File: config.mk
export PLATFORM = sky130hd
export DESIGN_NAME = esr_sa_rx_status
export DESIGN_NICKNAME = d
export VERILOG_FILES = /design/src/rtl/esr_pkg.sv /design/src/rtl/esr_sa_rx_status.sv
export SDC_FILE = /design/constraint.sdc
export NUM_CORES = 1
export LEC_CHECK = 0
export BUFFER_PORTS_ARGS = -buffer_cell sky130_fd_sc_hd__buf_2
export CORE_ASPECT_RATIO = 1.1
export CORE_UTILIZATION = 50
export DETAILED_ROUTE_END_ITERATION = 8
export GPL_TIMING_DRIVEN = 1
export PLACE_DENSITY = 0.7
export REMOVE_ABC_BUFFERS = 1
export SYNTH_ARGS = -nofsm -noshare
export SYNTH_HDL_FRONTEND = slang
export SYNTH_SLANG_ARGS = --single-unit
File: constraint.sdc
create_clock -name aclk -period 6.8 [get_ports aclk]
set_input_delay 0.68 -clock aclk [delete_from_list [all_inputs] [get_ports aclk]]
set_output_delay 0.68 -clock aclk [all_outputs]
set_load 0.02 [all_outputs]
File: src/rtl/esr_pkg.sv
// Shared constants and carriers for the E1 spare-bit receive status block.
// Assumes a single 25 MHz clock and a framer that marks each Sa-carrying frame.
package esr_pkg;

    // Register indices; the byte address is four times the index
    localparam logic [5:0] IDX_MASK = 6'h08;
    localparam logic [5:0] IDX_ADDR_LOW = 6'h09;
    localparam logic [5:0] IDX_ADDR_HIGH = 6'h0a;
    localparam logic [5:0] IDX_SA_WORD1 = 6'h0b;
    localparam logic [5:0] IDX_SA_WORD2 = 6'h0c;
    localparam logic [5:0] IDX_SA_WORD3 = 6'h0d;
    localparam logic [5:0] IDX_SYNC_MSG = 6'h0e;
    localparam logic [5:0] IDX_ERR_CNT1 = 6'h0f;
    localparam logic [5:0] IDX_ERR_CNT2 = 6'h10;
    localparam logic [5:0] IDX_VALID_MSG = 6'h14;
    localparam logic [5:0] IDX_VALID_ERR = 6'h15;
    localparam logic [5:0] IDX_RX_CTRL = 6'h20;
    localparam int ADDR_W = 8;

    // Reset value shared by every register
    localparam logic [15:0] REG_RESET = 16'h0000;
    // Writable bits of the mask register
    localparam logic [15:0] MASK_WRITABLE = 16'h0f1f;

    // Mask and vector bit positions
    localparam int BIT_TX_SPARE_SENT = 11;
    localparam int BIT_EVERYTHING_SENT = 10;
    localparam int BIT_TX_UNDERRUN = 9;
    localparam int BIT_TX_POOL_READY = 8;
    localparam int BIT_RX_SPARE_VALID = 4;
    localparam int BIT_SYNC_MSG = 3;
    localparam int BIT_RX_POOL_FULL = 2;
    localparam int BIT_RX_MSG_END = 1;
    localparam int BIT_BAD_SYNC_FORMAT = 0;

    // Field positions of the receive control register
    localparam int CTL_PATTERN_SELECT = 0;
    localparam int CTL_MSG_SRC_LSB = 1;
    localparam int CTL_COUNT_ENABLE = 4;
    localparam int CTL_ERR_SRC_LSB = 5;
    localparam logic [15:0] CTL_WRITABLE = 16'h00ff;

    // Other field positions
    localparam int SA_VALID_BIT = 8;
    localparam int SYNC_PATTERN_LSB = 4;
    localparam int SYNC_VALID_BIT = 0;

    // Error-indication patterns used while pattern select is 0
    localparam logic [3:0] ERR1_DEFAULT_A = 4'h1;
    localparam logic [3:0] ERR1_DEFAULT_B = 4'h3;
    localparam logic [3:0] ERR2_DEFAULT_A = 4'h2;
    localparam logic [3:0] ERR2_DEFAULT_B = 4'h3;
    localparam logic [15:0] ERR_CNT_SAT = 16'h0fff;
    localparam logic [1:0] SYNC_REPEATS = 2'h3;
    localparam int SA_COUNT = 5;

    // AXI response codes
    localparam logic [1:0] RESP_OKAY = 2'h0;
    localparam logic [1:0] RESP_SLVERR = 2'h2;

    // One Sa-carrying frame from the framer, same clock domain
    typedef struct packed {
        logic frame_strobe;     // One-cycle pulse per Sa-carrying frame
        logic [4:0] sa_bits;    // Bit 0 is Sa4, bit 4 is Sa8
        logic [3:0] frame_num;  // Frame number within the multiframe
        logic crc4_mode;        // 1: CRC-4 multiframe, 0: doubleframe
        logic mf_sync;          // Multiframe synchronous state
    } esr_line_t;

    // Data link event pulses made elsewhere in the framer
    typedef struct packed {
        logic tx_spare_sent;
        logic everything_sent;
        logic tx_underrun;
        logic tx_pool_ready;
        logic rx_pool_full;
        logic rx_message_end;
        logic bad_sync_format;
    } esr_event_t;

endpackage

File: src/rtl/esr_sa_rx_status.sv
// Sa-bit receive status: capture bytes, sync messages, error counters,
// data-link vector masks and receive addresses, behind an AXI4-Lite slave.
// Assumes line inputs come from framer logic on aclk, so no synchronisers.
//
// Design decision made here: the AXI4-Lite slave port.
`timescale 1ns/10ps

module esr_sa_rx_status (
    input wire logic aclk,
    input wire logic aresetn,
    input wire logic [esr_pkg::ADDR_W-1:0] s_axi_awaddr,
    input wire logic s_axi_awvalid,
    output logic s_axi_awready,
    input wire logic [31:0] s_axi_wdata,
    input wire logic [3:0] s_axi_wstrb,
    input wire logic s_axi_wvalid,
    output logic s_axi_wready,
    output logic [1:0] s_axi_bresp,
    output logic s_axi_bvalid,
    input wire logic s_axi_bready,
    input wire logic [esr_pkg::ADDR_W-1:0] s_axi_araddr,
    input wire logic s_axi_arvalid,
    output logic s_axi_arready,
    output logic [31:0] s_axi_rdata,
    output logic [1:0] s_axi_rresp,
    output logic s_axi_rvalid,
    input wire logic s_axi_rready,
    input wire esr_pkg::esr_line_t line_in,
    input wire esr_pkg::esr_event_t events_in,
    output logic [15:0] link_vector,
    output logic [15:0] first_rx_address,
    output logic [15:0] second_rx_address
);
    import esr_pkg::*;

    typedef enum logic [1:0] {
        WR_IDLE = 2'b00,
        WR_RESP = 2'b01
    } esr_wr_state_t;

    // Bus slave state
    esr_wr_state_t wr_state_reg, wr_state_next;
    logic aw_full_reg, aw_full_next, w_full_reg, w_full_next;
    logic [5:0] aw_idx_reg, aw_idx_next;
    logic [31:0] w_data_reg, w_data_next;
    logic [3:0] w_strb_reg, w_strb_next;
    logic awready_reg, awready_next, wready_reg, wready_next;
    logic bvalid_reg, bvalid_next, arready_reg, arready_next;
    logic rvalid_reg, rvalid_next;
    logic [1:0] bresp_reg, bresp_next, rresp_reg, rresp_next;
    logic [31:0] rdata_reg, rdata_next;
    logic wr_fire, rd_fire;
    logic [5:0] rd_idx;
    logic [15:0] wr_bits, wr_lane;

    // Software registers
    logic [15:0] mask_reg, mask_next, addr_low_reg, addr_low_next;
    logic [15:0] addr_high_reg, addr_high_next, ctrl_reg, ctrl_next;
    logic [15:0] valid_msg_reg, valid_msg_next, valid_err_reg, valid_err_next;

    // Capture and status state
    logic [7:0] shadow_reg [SA_COUNT];
    logic [7:0] shadow_next [SA_COUNT];
    logic [7:0] cap_reg [SA_COUNT];
    logic [7:0] cap_next [SA_COUNT];
    logic [3:0] nib_reg [SA_COUNT];
    logic [3:0] nib_next [SA_COUNT];
    logic [2:0] df_cnt_reg, df_cnt_next;
    logic spare_data_valid_reg, spare_data_valid_next;
    logic [3:0] last_nib_reg, last_nib_next, sync_pat_reg, sync_pat_next;
    logic [1:0] rep_reg, rep_next;
    logic sync_message_valid_reg, sync_message_valid_next;
    logic [15:0] cnt_reg [2];
    logic [15:0] cnt_next [2];
    logic [15:0] vec_reg, vec_next;

    // Derived line timing
    logic [2:0] bit_pos;
    logic byte_done, submf_done, sa_capture, sync_report;
    logic [3:0] msg_nib, err_nib;
    logic [2:0] msg_sel, err_sel;
    logic pattern_select, count_enable;
    logic [1:0] err_hit;

    assign pattern_select = ctrl_reg[CTL_PATTERN_SELECT];
    assign count_enable = ctrl_reg[CTL_COUNT_ENABLE];
    assign msg_sel = ctrl_reg[CTL_MSG_SRC_LSB +: 3];
    assign err_sel = ctrl_reg[CTL_ERR_SRC_LSB +: 3];

    // Bus handshakes and write lane merge
    assign wr_fire = aw_full_reg && w_full_reg && (wr_state_reg == WR_IDLE);
    assign rd_fire = s_axi_arvalid && arready_reg;
    assign rd_idx = s_axi_araddr[7:2];
    assign wr_bits = {{8{w_strb_reg[1]}}, {8{w_strb_reg[0]}}};
    assign wr_lane = w_data_reg[15:0];

    // Write and read channels of the slave
    always_comb begin
        wr_state_next = wr_state_reg;
        aw_full_next = aw_full_reg;
        w_full_next = w_full_reg;
        aw_idx_next = aw_idx_reg;
        w_data_next = w_data_reg;
        w_strb_next = w_strb_reg;
        bvalid_next = bvalid_reg;
        bresp_next = bresp_reg;
        if (s_axi_awvalid && awready_reg) begin
            aw_full_next = 1'b1;
            aw_idx_next = s_axi_awaddr[7:2];
        end
        if (s_axi_wvalid && wready_reg) begin
            w_full_next = 1'b1;
            w_data_next = s_axi_wdata;
            w_strb_next = s_axi_wstrb;
        end
        case (wr_state_reg)
            WR_IDLE: begin
                if (wr_fire) begin
                    aw_full_next = 1'b0;
                    w_full_next = 1'b0;
                    bvalid_next = 1'b1;
                    wr_state_next = WR_RESP;
                    case (aw_idx_reg)
                        IDX_MASK, IDX_ADDR_LOW, IDX_ADDR_HIGH, IDX_SA_WORD1, IDX_SA_WORD2,
                        IDX_SA_WORD3, IDX_SYNC_MSG, IDX_ERR_CNT1, IDX_ERR_CNT2,
                        IDX_VALID_MSG, IDX_VALID_ERR, IDX_RX_CTRL: bresp_next = RESP_OKAY;
                        default: bresp_next = RESP_SLVERR;
                    endcase
                end
            end
            WR_RESP: begin
                if (s_axi_bready) begin
                    bvalid_next = 1'b0;
                    wr_state_next = WR_IDLE;
                end
            end
            default: wr_state_next = WR_IDLE;
        endcase
        // Ready only while the holding slot is free
        awready_next = !aw_full_next;
        wready_next = !w_full_next;
        rvalid_next = rvalid_reg;
        rresp_next = rresp_reg;
        rdata_next = rdata_reg;
        if (rd_fire) begin
            rvalid_next = 1'b1;
            rresp_next = RESP_OKAY;
            case (rd_idx)
                IDX_MASK: rdata_next = {16'h0000, mask_reg};
                IDX_ADDR_LOW: rdata_next = {16'h0000, addr_low_reg};
                IDX_ADDR_HIGH: rdata_next = {16'h0000, addr_high_reg};
                IDX_SA_WORD1: rdata_next = {16'h0000, cap_reg[1], cap_reg[0]};
                IDX_SA_WORD2: rdata_next = {16'h0000, cap_reg[3], cap_reg[2]};
                IDX_SA_WORD3: rdata_next = {23'h000000, spare_data_valid_reg, cap_reg[4]};
                IDX_SYNC_MSG: rdata_next = {24'h000000, sync_pat_reg, 3'h0, sync_message_valid_reg};
                IDX_ERR_CNT1: rdata_next = {16'h0000, cnt_reg[0]};
                IDX_ERR_CNT2: rdata_next = {16'h0000, cnt_reg[1]};
                IDX_VALID_MSG: rdata_next = {16'h0000, valid_msg_reg};
                IDX_VALID_ERR: rdata_next = {16'h0000, valid_err_reg};
                IDX_RX_CTRL: rdata_next = {16'h0000, ctrl_reg};
                default: begin
                    rdata_next = 32'h00000000;
                    rresp_next = RESP_SLVERR;
                end
            endcase
        end else if (rvalid_reg && s_axi_rready) begin
            rvalid_next = 1'b0;
        end
        arready_next = !rvalid_next;
    end

    // Writable registers; reserved bits stay zero
    always_comb begin
        mask_next = mask_reg;
        addr_low_next = addr_low_reg;
        addr_high_next = addr_high_reg;
        ctrl_next = ctrl_reg;
        valid_msg_next = valid_msg_reg;
        valid_err_next = valid_err_reg;
        if (wr_fire) begin
            case (aw_idx_reg)
                IDX_MASK: mask_next = ((mask_reg & ~wr_bits) | (wr_lane & wr_bits))
                    & MASK_WRITABLE;
                IDX_ADDR_LOW: addr_low_next = (addr_low_reg & ~wr_bits) | (wr_lane & wr_bits);
                IDX_ADDR_HIGH: addr_high_next = (addr_high_reg & ~wr_bits) | (wr_lane & wr_bits);
                IDX_RX_CTRL: ctrl_next = ((ctrl_reg & ~wr_bits) | (wr_lane & wr_bits))
                    & CTL_WRITABLE;
                IDX_VALID_MSG: valid_msg_next = (valid_msg_reg & ~wr_bits)
                    | (wr_lane & wr_bits);
                IDX_VALID_ERR: valid_err_next = (valid_err_reg & ~wr_bits)
                    | (wr_lane & wr_bits);
                default: mask_next = mask_reg;
            endcase
        end
    end

    // Bit position in the byte and sub-multiframe boundaries
    always_comb begin
        bit_pos = line_in.crc4_mode ? line_in.frame_num[3:1] : df_cnt_reg;
        byte_done = line_in.crc4_mode ? (line_in.frame_num == 4'hf) : (df_cnt_reg == 3'h7);
        submf_done = (bit_pos[1:0] == 2'h3);
        df_cnt_next = df_cnt_reg;
        if (line_in.frame_strobe) begin
            df_cnt_next = line_in.crc4_mode ? 3'h0 : df_cnt_reg + 3'h1;
        end
    end

    // Per Sa bit: byte assembly, held byte and nibble history
    genvar g;
    generate
        for (g = 0; g < SA_COUNT; g++) begin : g_sa
            always_comb begin
                shadow_next[g] = shadow_reg[g];
                nib_next[g] = nib_reg[g];
                cap_next[g] = cap_reg[g];
                if (line_in.frame_strobe) begin
                    shadow_next[g][bit_pos] = line_in.sa_bits[g];
                    nib_next[g] = {nib_reg[g][2:0], line_in.sa_bits[g]};
                    if (sa_capture) begin
                        cap_next[g] = shadow_next[g];
                    end
                end
            end
        end
    endgenerate

    // Capture is held off while unread data stands
    assign sa_capture = line_in.frame_strobe && byte_done && !spare_data_valid_reg;

    always_comb begin
        spare_data_valid_next = spare_data_valid_reg;
        if (rd_fire && rd_idx == IDX_SA_WORD3) begin
            spare_data_valid_next = 1'b0;
        end
        if (sa_capture) begin
            spare_data_valid_next = 1'b1;
        end
    end

    // Sync message: three identical nibbles in a row, then one report
    assign msg_nib = (msg_sel < 3'h5) ? nib_next[msg_sel] : nib_next[0];
    always_comb begin
        last_nib_next = last_nib_reg;
        rep_next = rep_reg;
        sync_report = 1'b0;
        if (line_in.frame_strobe && submf_done) begin
            last_nib_next = msg_nib;
            if (msg_nib != last_nib_reg || rep_reg == 2'h0) begin
                rep_next = 2'h1;
            end else if (rep_reg != SYNC_REPEATS) begin
                rep_next = rep_reg + 2'h1;
                // Fires once per run, not on every later repeat
                sync_report = (rep_next == SYNC_REPEATS)
                    && (!pattern_select || valid_msg_reg[msg_nib]);
            end
        end
        sync_pat_next = sync_report ? msg_nib : sync_pat_reg;
        sync_message_valid_next = sync_message_valid_reg;
        if (rd_fire && rd_idx == IDX_SYNC_MSG) begin
            sync_message_valid_next = 1'b0;
        end
        if (sync_report) begin
            sync_message_valid_next = 1'b1;
        end
    end

    // Error-indication match on the chosen Sa bit
    assign err_nib = (err_sel < 3'h5) ? nib_next[err_sel] : nib_next[0];
    always_comb begin
        if (pattern_select) begin
            err_hit[0] = (err_nib == valid_err_reg[3:0])
                || (err_nib == valid_err_reg[7:4]);
            err_hit[1] = (err_nib == valid_err_reg[11:8])
                || (err_nib == valid_err_reg[15:12]);
        end else begin
            err_hit[0] = (err_nib == ERR1_DEFAULT_A) || (err_nib == ERR1_DEFAULT_B);
            err_hit[1] = (err_nib == ERR2_DEFAULT_A) || (err_nib == ERR2_DEFAULT_B);
        end
    end

    // Two saturating counters, cleared by their read
    genvar c;
    generate
        for (c = 0; c < 2; c++) begin : g_cnt
            always_comb begin
                logic [15:0] base;
                logic bump;
                base = cnt_reg[c];
                bump = line_in.frame_strobe && submf_done && err_hit[c]
                    && line_in.mf_sync
                    && count_enable;
                if (rd_fire && rd_idx == (c == 0 ? IDX_ERR_CNT1 : IDX_ERR_CNT2)) begin
                    base = 16'h0000;
                end
                // Count lands after the clear so nothing is lost
                if (bump && base != ERR_CNT_SAT) begin
                    cnt_next[c] = base + 16'h0001;
                end else begin
                    cnt_next[c] = base;
                end
            end
        end
    endgenerate

    // Vector pulses gated by the mask; the pin scheme lives elsewhere
    always_comb begin
        vec_next = 16'h0000;
        vec_next[BIT_TX_SPARE_SENT] = events_in.tx_spare_sent;
        vec_next[BIT_EVERYTHING_SENT] = events_in.everything_sent;
        vec_next[BIT_TX_UNDERRUN] = events_in.tx_underrun;
        vec_next[BIT_TX_POOL_READY] = events_in.tx_pool_ready;
        vec_next[BIT_RX_SPARE_VALID] = sa_capture;
        vec_next[BIT_SYNC_MSG] = sync_report;
        vec_next[BIT_RX_POOL_FULL] = events_in.rx_pool_full;
        vec_next[BIT_RX_MSG_END] = events_in.rx_message_end;
        vec_next[BIT_BAD_SYNC_FORMAT] = events_in.bad_sync_format;
        vec_next = vec_next & ~mask_reg;
    end

    // All state registers
    always_ff @(posedge aclk) begin
        if (!aresetn) begin
            wr_state_reg <= WR_IDLE;
            aw_full_reg <= 1'b0;
            w_full_reg <= 1'b0;
            aw_idx_reg <= 6'h00;
            w_data_reg <= 32'h00000000;
            w_strb_reg <= 4'h0;
            awready_reg <= 1'b0;
            wready_reg <= 1'b0;
            bvalid_reg <= 1'b0;
            bresp_reg <= RESP_OKAY;
            arready_reg <= 1'b0;
            rvalid_reg <= 1'b0;
            rresp_reg <= RESP_OKAY;
            rdata_reg <= 32'h00000000;
            mask_reg <= REG_RESET;
            addr_low_reg <= REG_RESET;
            addr_high_reg <= REG_RESET;
            ctrl_reg <= REG_RESET;
            valid_msg_reg <= REG_RESET;
            valid_err_reg <= REG_RESET;
            for (int i = 0; i < SA_COUNT; i++) begin
                shadow_reg[i] <= 8'h00;
                cap_reg[i] <= 8'h00;
                nib_reg[i] <= 4'h0;
            end
            df_cnt_reg <= 3'h0;
            spare_data_valid_reg <= 1'b0;
            last_nib_reg <= 4'h0;
            sync_pat_reg <= 4'h0;
            rep_reg <= 2'h0;
            sync_message_valid_reg <= 1'b0;
            cnt_reg[0] <= REG_RESET;
            cnt_reg[1] <= REG_RESET;
            vec_reg <= 16'h0000;
        end else begin
            wr_state_reg <= wr_state_next;
            aw_full_reg <= aw_full_next;
            w_full_reg <= w_full_next;
            aw_idx_reg <= aw_idx_next;
            w_data_reg <= w_data_next;
            w_strb_reg <= w_strb_next;
            awready_reg <= awready_next;
            wready_reg <= wready_next;
            bvalid_reg <= bvalid_next;
            bresp_reg <= bresp_next;
            arready_reg <= arready_next;
            rvalid_reg <= rvalid_next;
            rresp_reg <= rresp_next;
            rdata_reg <= rdata_next;
            mask_reg <= mask_next;
            addr_low_reg <= addr_low_next;
            addr_high_reg <= addr_high_next;
            ctrl_reg <= ctrl_next;
            valid_msg_reg <= valid_msg_next;
            valid_err_reg <= valid_err_next;
            for (int i = 0; i < SA_COUNT; i++) begin
                shadow_reg[i] <= shadow_next[i];
                cap_reg[i] <= cap_next[i];
                nib_reg[i] <= nib_next[i];
            end
            df_cnt_reg <= df_cnt_next;
            spare_data_valid_reg <= spare_data_valid_next;
            last_nib_reg <= last_nib_next;
            sync_pat_reg <= sync_pat_next;
            rep_reg <= rep_next;
            sync_message_valid_reg <= sync_message_valid_next;
            cnt_reg[0] <= cnt_next[0];
            cnt_reg[1] <= cnt_next[1];
            vec_reg <= vec_next;
        end
    end

    // Outputs straight from flops
    assign s_axi_awready = awready_reg;
    assign s_axi_wready = wready_reg;
    assign s_axi_bvalid = bvalid_reg;
    assign s_axi_bresp = bresp_reg;
    assign s_axi_arready = arready_reg;
    assign s_axi_rvalid = rvalid_reg;
    assign s_axi_rresp = rresp_reg;
    assign s_axi_rdata = rdata_reg;
    assign link_vector = vec_reg;
    assign first_rx_address = {addr_high_reg[7:0], addr_low_reg[7:0]};
    assign second_rx_address = {addr_high_reg[15:8], addr_low_reg[15:8]};

endmodule // esr_sa_rx_status

# Word level (Yosys, flattened, before mapping)
# Memories as Yosys holds them, arrays and structs flattened.
# Index checks and enable logic that the tools add are counted.
[totals]
register_bits = 181
ram_bits = 132
out_inout_bits = 89
word_cells = 261
mem_count = 4
[memory_table]
columns = ["name", "words", "word_bits", "rd", "rd_ports_with_merged_regs", "wr", "line_no", "text"]
rows = [
  ["cap_reg", 5, 8, 5, 0, 5, "esr_sa_rx_status.sv:64", "logic [7:0] cap_reg [SA_COUNT];"],
  ["shadow_reg", 5, 8, 5, 0, 5, "esr_sa_rx_status.sv:62", "logic [7:0] shadow_reg [SA_COUNT];"],
  ["cnt_reg", 2, 16, 2, 0, 2, "esr_sa_rx_status.sv:73", "logic [15:0] cnt_reg [2];"],
  ["nib_reg", 5, 4, 5, 0, 5, "esr_sa_rx_status.sv:66", "logic [3:0] nib_reg [SA_COUNT];"],
]
[op_classes]
add_sub_neg = 4
n_lt_le_gt_ge = 7
n_eq_ne = 42
mux = 90
bitwise_logic = 35
n_reduce_logical = 52
[ops]
columns = ["op", "n"]
rows = [
  ["two-way mux 8 bit", 25],
  ["one-hot mux 16 bit (12 select lines)", 1],
  ["== test 6 x 4 -> 1 bit, second input constant", 16],
  ["two-way mux 16 bit", 6],
  ["AND 16 bit", 5],
  ["two-way mux 4 bit", 16],
  ["OR 16 bit", 4],
  ["bitwise mux 8 bit", 5],
  ["== test 6 x 5 -> 1 bit, second input constant", 6],
  ["adder 16 x 1 -> 16 bit, second input constant", 2],
  ["inequality test 16 x 12 -> 1 bit, second input constant", 2],
  ["binary-select mux 4 bit (select 3 bit)", 2],
  ["OR reduction 12 bit", 2],
  ["logical AND 1 bit", 23],
  ["two-way mux 1 bit", 22],
  ["AND reduction 2 bit", 9],
  ["OR 1 bit", 17],
  ["AND 12 x 16 -> 16 bit", 1],
  ["== test 4 bit", 4],
  ["inverter 12 -> 16 bit", 1],
  ["inverter 16 bit", 1],
  ["two-way mux 2 bit", 7],
  ["AND 12 bit", 1],
  ["== test 6 bit, second input constant", 2],
  ["other kinds (29)", 50],
]

# Longest topological paths before layout
# An unclocked memory read counts as a cell.
[logic_depth]
ltp_word = 15
mapped_depth = 13
ltp_nobuf = 11

# Worst setup path before layout
# Ideal clock, no wire load.
[synth_path]
path_type = "input -> register"
start = "in s_axi_araddr[3] in the netlist's numbering"
end = "mem cnt_reg[1][10] (netlist: cnt_reg[0][26])"
arrival_ps = 3270
required_time_ps = 6684
path_slack_ps = 3413
cell_stages = 13
path_buffers = 2
path_cell_list = "or3_4 -> or4_1 -> buf_2 -> and2_1 -> ha_1 -> nand2_1 -> a211oi_1 -> a41oi_1 -> o21ai_2 -> a211oi_2 -> buf_4 -> a21oi_1 -> a31o_2"
[synth_lines]
columns = ["element", "line_no", "text"]
rows = [
  ["start, declared", "esr_sa_rx_status.sv:21", "input wire logic [esr_pkg::ADDR_W-1:0] s_axi_araddr,"],
  ["end, declared", "esr_sa_rx_status.sv:73", ""],
]

==> results.md <==
* Status: completed
* CP Class: in2reg
* FF-to-FF setup slack at 3170 ps
* Die Wd at 158.8 um
* TritonCTS Buffers at 30
* Crit path time final at 3688 ps
* Synthesis-stage register bit count at 286
* Total Routing Usage GR at 28.50%
* Post-Synth Simple-Gate Area at 17.96%
* Register area share after synthesis at 42.34%
* M1 GR Usage at 37.37%
* Critical path peak fanout at 12
* Starting Density at 51.28%
* Drt drc at 0
* CTS root buf: clkbuf_16
* Post-detail-place hpwl at 28,050 um
* CTS tree: done
* Worst-skew pair later-pin latency at 570 ps
* CTS resizes at 0
* N_diodes at 0
* Drt first pass iters at 6
* I/O Buffers at 119
* Crit start category: input pin
* Placer Congestion at 0.9150
* Number of setup buffers added after CTS at 0
* PD cells at 242.0 nW/um^2
* Req. time, crit path at 7270 ps
* Sink count of the clock tree at 286
* Gr ovfl total at 0
* Post-synthesis adder-cell area fraction at 0.6476%
* Multiplexer share of the synthesized area at 16.81%
* Row cnt at 62
* H-tree levels at 1
* Yosys cell types at 72
* Top FF cell, synth: dfxtp_1
* Die H at 174.5 um
* Largest net degree at the start of global routing at 105
* Worst hold path type: in2reg
* Initial antenna violation count at 0
* Worst Max-Slew Pin Slew at 1234 ps
* Met2 Use GR at 46.51%
* Critical path data arrival time at 4160 ps
* Worst R2R Start: s_axi_arready
* CTS Buffer Depth at 3
* Met3 Use GR at 3.746%
* CP endpoint kind: register
* Setup total negative slack at 0 ps
* Hold Slack at 324.4 ps
* Final Hold Viols at 0
* Share of cells above drive strength 1 at 15.55%
* Hold path start: events_in[3]
* Hold Path Cell Cnt at 3
* Mapped Area at 13,520 sq um
* Setup ws final at 3112 ps
* First-pass GRT wire length at 62,080 um
* Post-Syn Instances at 1,513
* Mapped Avg Cell Area at 8.939 sq um
* Clk slew on worst S/H paths at 60 ps
* DR vias at 11,840
* Maximum vdd drop at 0.2057 mV
* Final setup viols at 0
* Hold EP: link_vector[8]
* Number of synthesized flops with an enable pin at 0
* DIE AREA at 27,710 sq um
* Syn-to-layout area delta at 12.76%
* Routed WL at 40,210 um
* XOR/XNOR Fraction of Synth Area at 2.193%
* R2R Path End: cnt_reg[0][24]
* Post-DR wirelength/cell at 20.52 um
* RSZ-0062 raised after global routing: no
* Total core area at 26,380 sq um
* DRT iter0 DRCs at 994
* Max-Cap Viols at 0
* Via density at 6.041
* R2R cell count at 12
* Ports at 167
* Nets@finish at 1,670
* Hold Buf Count CTS at 0
* Synth Area in Compound Gates at 15.01%
* GR peak layer: met2
* Final worst-path cycle share at 54.24%
* Largest family of logic cells by synthesized area: simple AND/OR/NAND/NOR gates
* Slew Viols, Final at 0
* Commonest non-fill, non-tap cell in the layout: dfxtp_1
* Commonest cells after routing, fill and taps aside: 286 x dfxtp_1, 205 x nor2_1, 193 x nand2_1
* Place WS at 2579 ps
* Vias in the first global route at 11,012
* Post-synthesis async set-or-reset flop share at 0%
* Ys Warns at 0
* Relative slew slack at 17.46%
* Antenna Nets Post-Route at 0
* FMAX at 271.1 MHz
* Leakage power at 0.006200 uW
* Worst Skew at 21.10 ps
==> layout make-up <==
class	instances	area, sq um
Tap cell	352	440.4
Sequential cell	286	5725
Multi-Input combinational cell	1110	7236
Fill cell	2374	11130
Timing Repair Buffer	142	770.7
Clock buffer	47	914.6
Clock inverter	8	101.3
Inverter	15	61.31
==> worst max-delay path, stage by stage <==
cell,delay [ps]
buf_2,180
or3_4,420
or4_1,660
and2_1,270
ha_1,220
nand2_1,120
a211oi_1,70
a41oi_1,280
o21ai_2,180
a211oi_2,670
a211oi_1,160
a31o_2,240
==> worst max-delay path by stage <==
| stage | from | endpoint | slack [ps] | depth (start not counted) |
|---|---|---|---|---|
| 2_1_floorplan | line_in[2] | cap_reg[0][0] | 890 | 4 |
| 3_3_place_gp | s_axi_araddr[3] | cnt_reg[0][24] | 2630 | 12 |
| 3_5_place_dp | s_axi_araddr[3] | cnt_reg[0][24] | 2580 | 12 |
| 4_1_cts | s_axi_araddr[3] | cnt_reg[0][24] | 3170 | 12 |
| 5_1_grt | s_axi_araddr[3] | cnt_reg[0][24] | 2940 | 12 |
| 6_report | s_axi_araddr[3] | cnt_reg[0][24] | 3110 | 12 |
==> report_power, final <==
group / internal, uW / total [uW] / switching [uW]
registers: 1710 / 1740 / 33.1
logic: 89.9 / 270 / 180
clock network: 994 / 1680 / 686
==> synth_stat cells (4+ instances only) <==
master / count / area share (%)
xnor2_1: 23 / 1.5
nand2_1: 193 / 5.4
nor3_1: 11 / 0.41
or3_1: 7 / 0.32
nor4_1: 4 / 0.19
nor2_1: 205 / 5.7
a31o_2: 6 / 0.39
nor2b_1: 4 / 0.19
a211oi_1: 44 / 2.4
o21ai_0: 19 / 0.70
buf_1: 12 / 0.33
nand4_1: 18 / 0.83
a31oi_1: 14 / 0.65
clkbuf_1: 78 / 2.2
mux2_2: 16 / 1.3
and4_1: 4 / 0.26
nand2b_1: 10 / 0.46
and2_1: 10 / 0.46
mux2i_1: 164 / 12
a2111oi_1: 4 / 0.30
buf_6: 6 / 0.50
ha_1: 7 / 0.65
a311oi_1: 5 / 0.32
dfxtp_1: 286 / 42
inv_1: 15 / 0.42
and3_1: 13 / 0.60
a22oi_1: 28 / 1.6
a222oi_1: 17 / 1.3
a21oi_1: 103 / 3.8
xor2_1: 4 / 0.26
buf_4: 27 / 1.5
a221oi_1: 24 / 1.6
nand3_1: 60 / 2.2
mux4_2: 13 / 2.2
==> stage by stage <==
| stage | total power (uW) | area (sq um) | std cells | util, % |
|---|---|---|---|---|
| floorplan | 1929 | 12990 | 1411 | - |
| global placement | 2039 | 14230 | 1905 | 53.97 |
| detailed placement | 2044 | 14230 | 1905 | 53.97 |
| CTS | 3706 | 15250 | 1960 | 57.82 |
| global route | 3797 | 15250 | 1960 | 57.82 |
| finish | 3690 | 15250 | 1960 | 57.82 |
==> layer usage <==
| layer | share of wire (%) | vias up |
|---|---|---|
| met5 | 0 | - |
| met4 | 4.4 | 0 |
| met3 | 7.1 | 100 |
| met2 | 47 | 489 |
| met1 | 42 | 5707 |
| li1 | - | 5544 |
==> logic make-up after synthesis <==
family | Yosys count
buffers and inverters | 141
AO/OA/AOI/OAI | 293
multiplexers | 201
adder cells (fa/ha/maj) | 7
other | 1
flip-flops | 286
AND/OR/NAND/NOR | 554
XOR/XNOR | 30
Note: power is estimated with default switching activity, not from simulation.
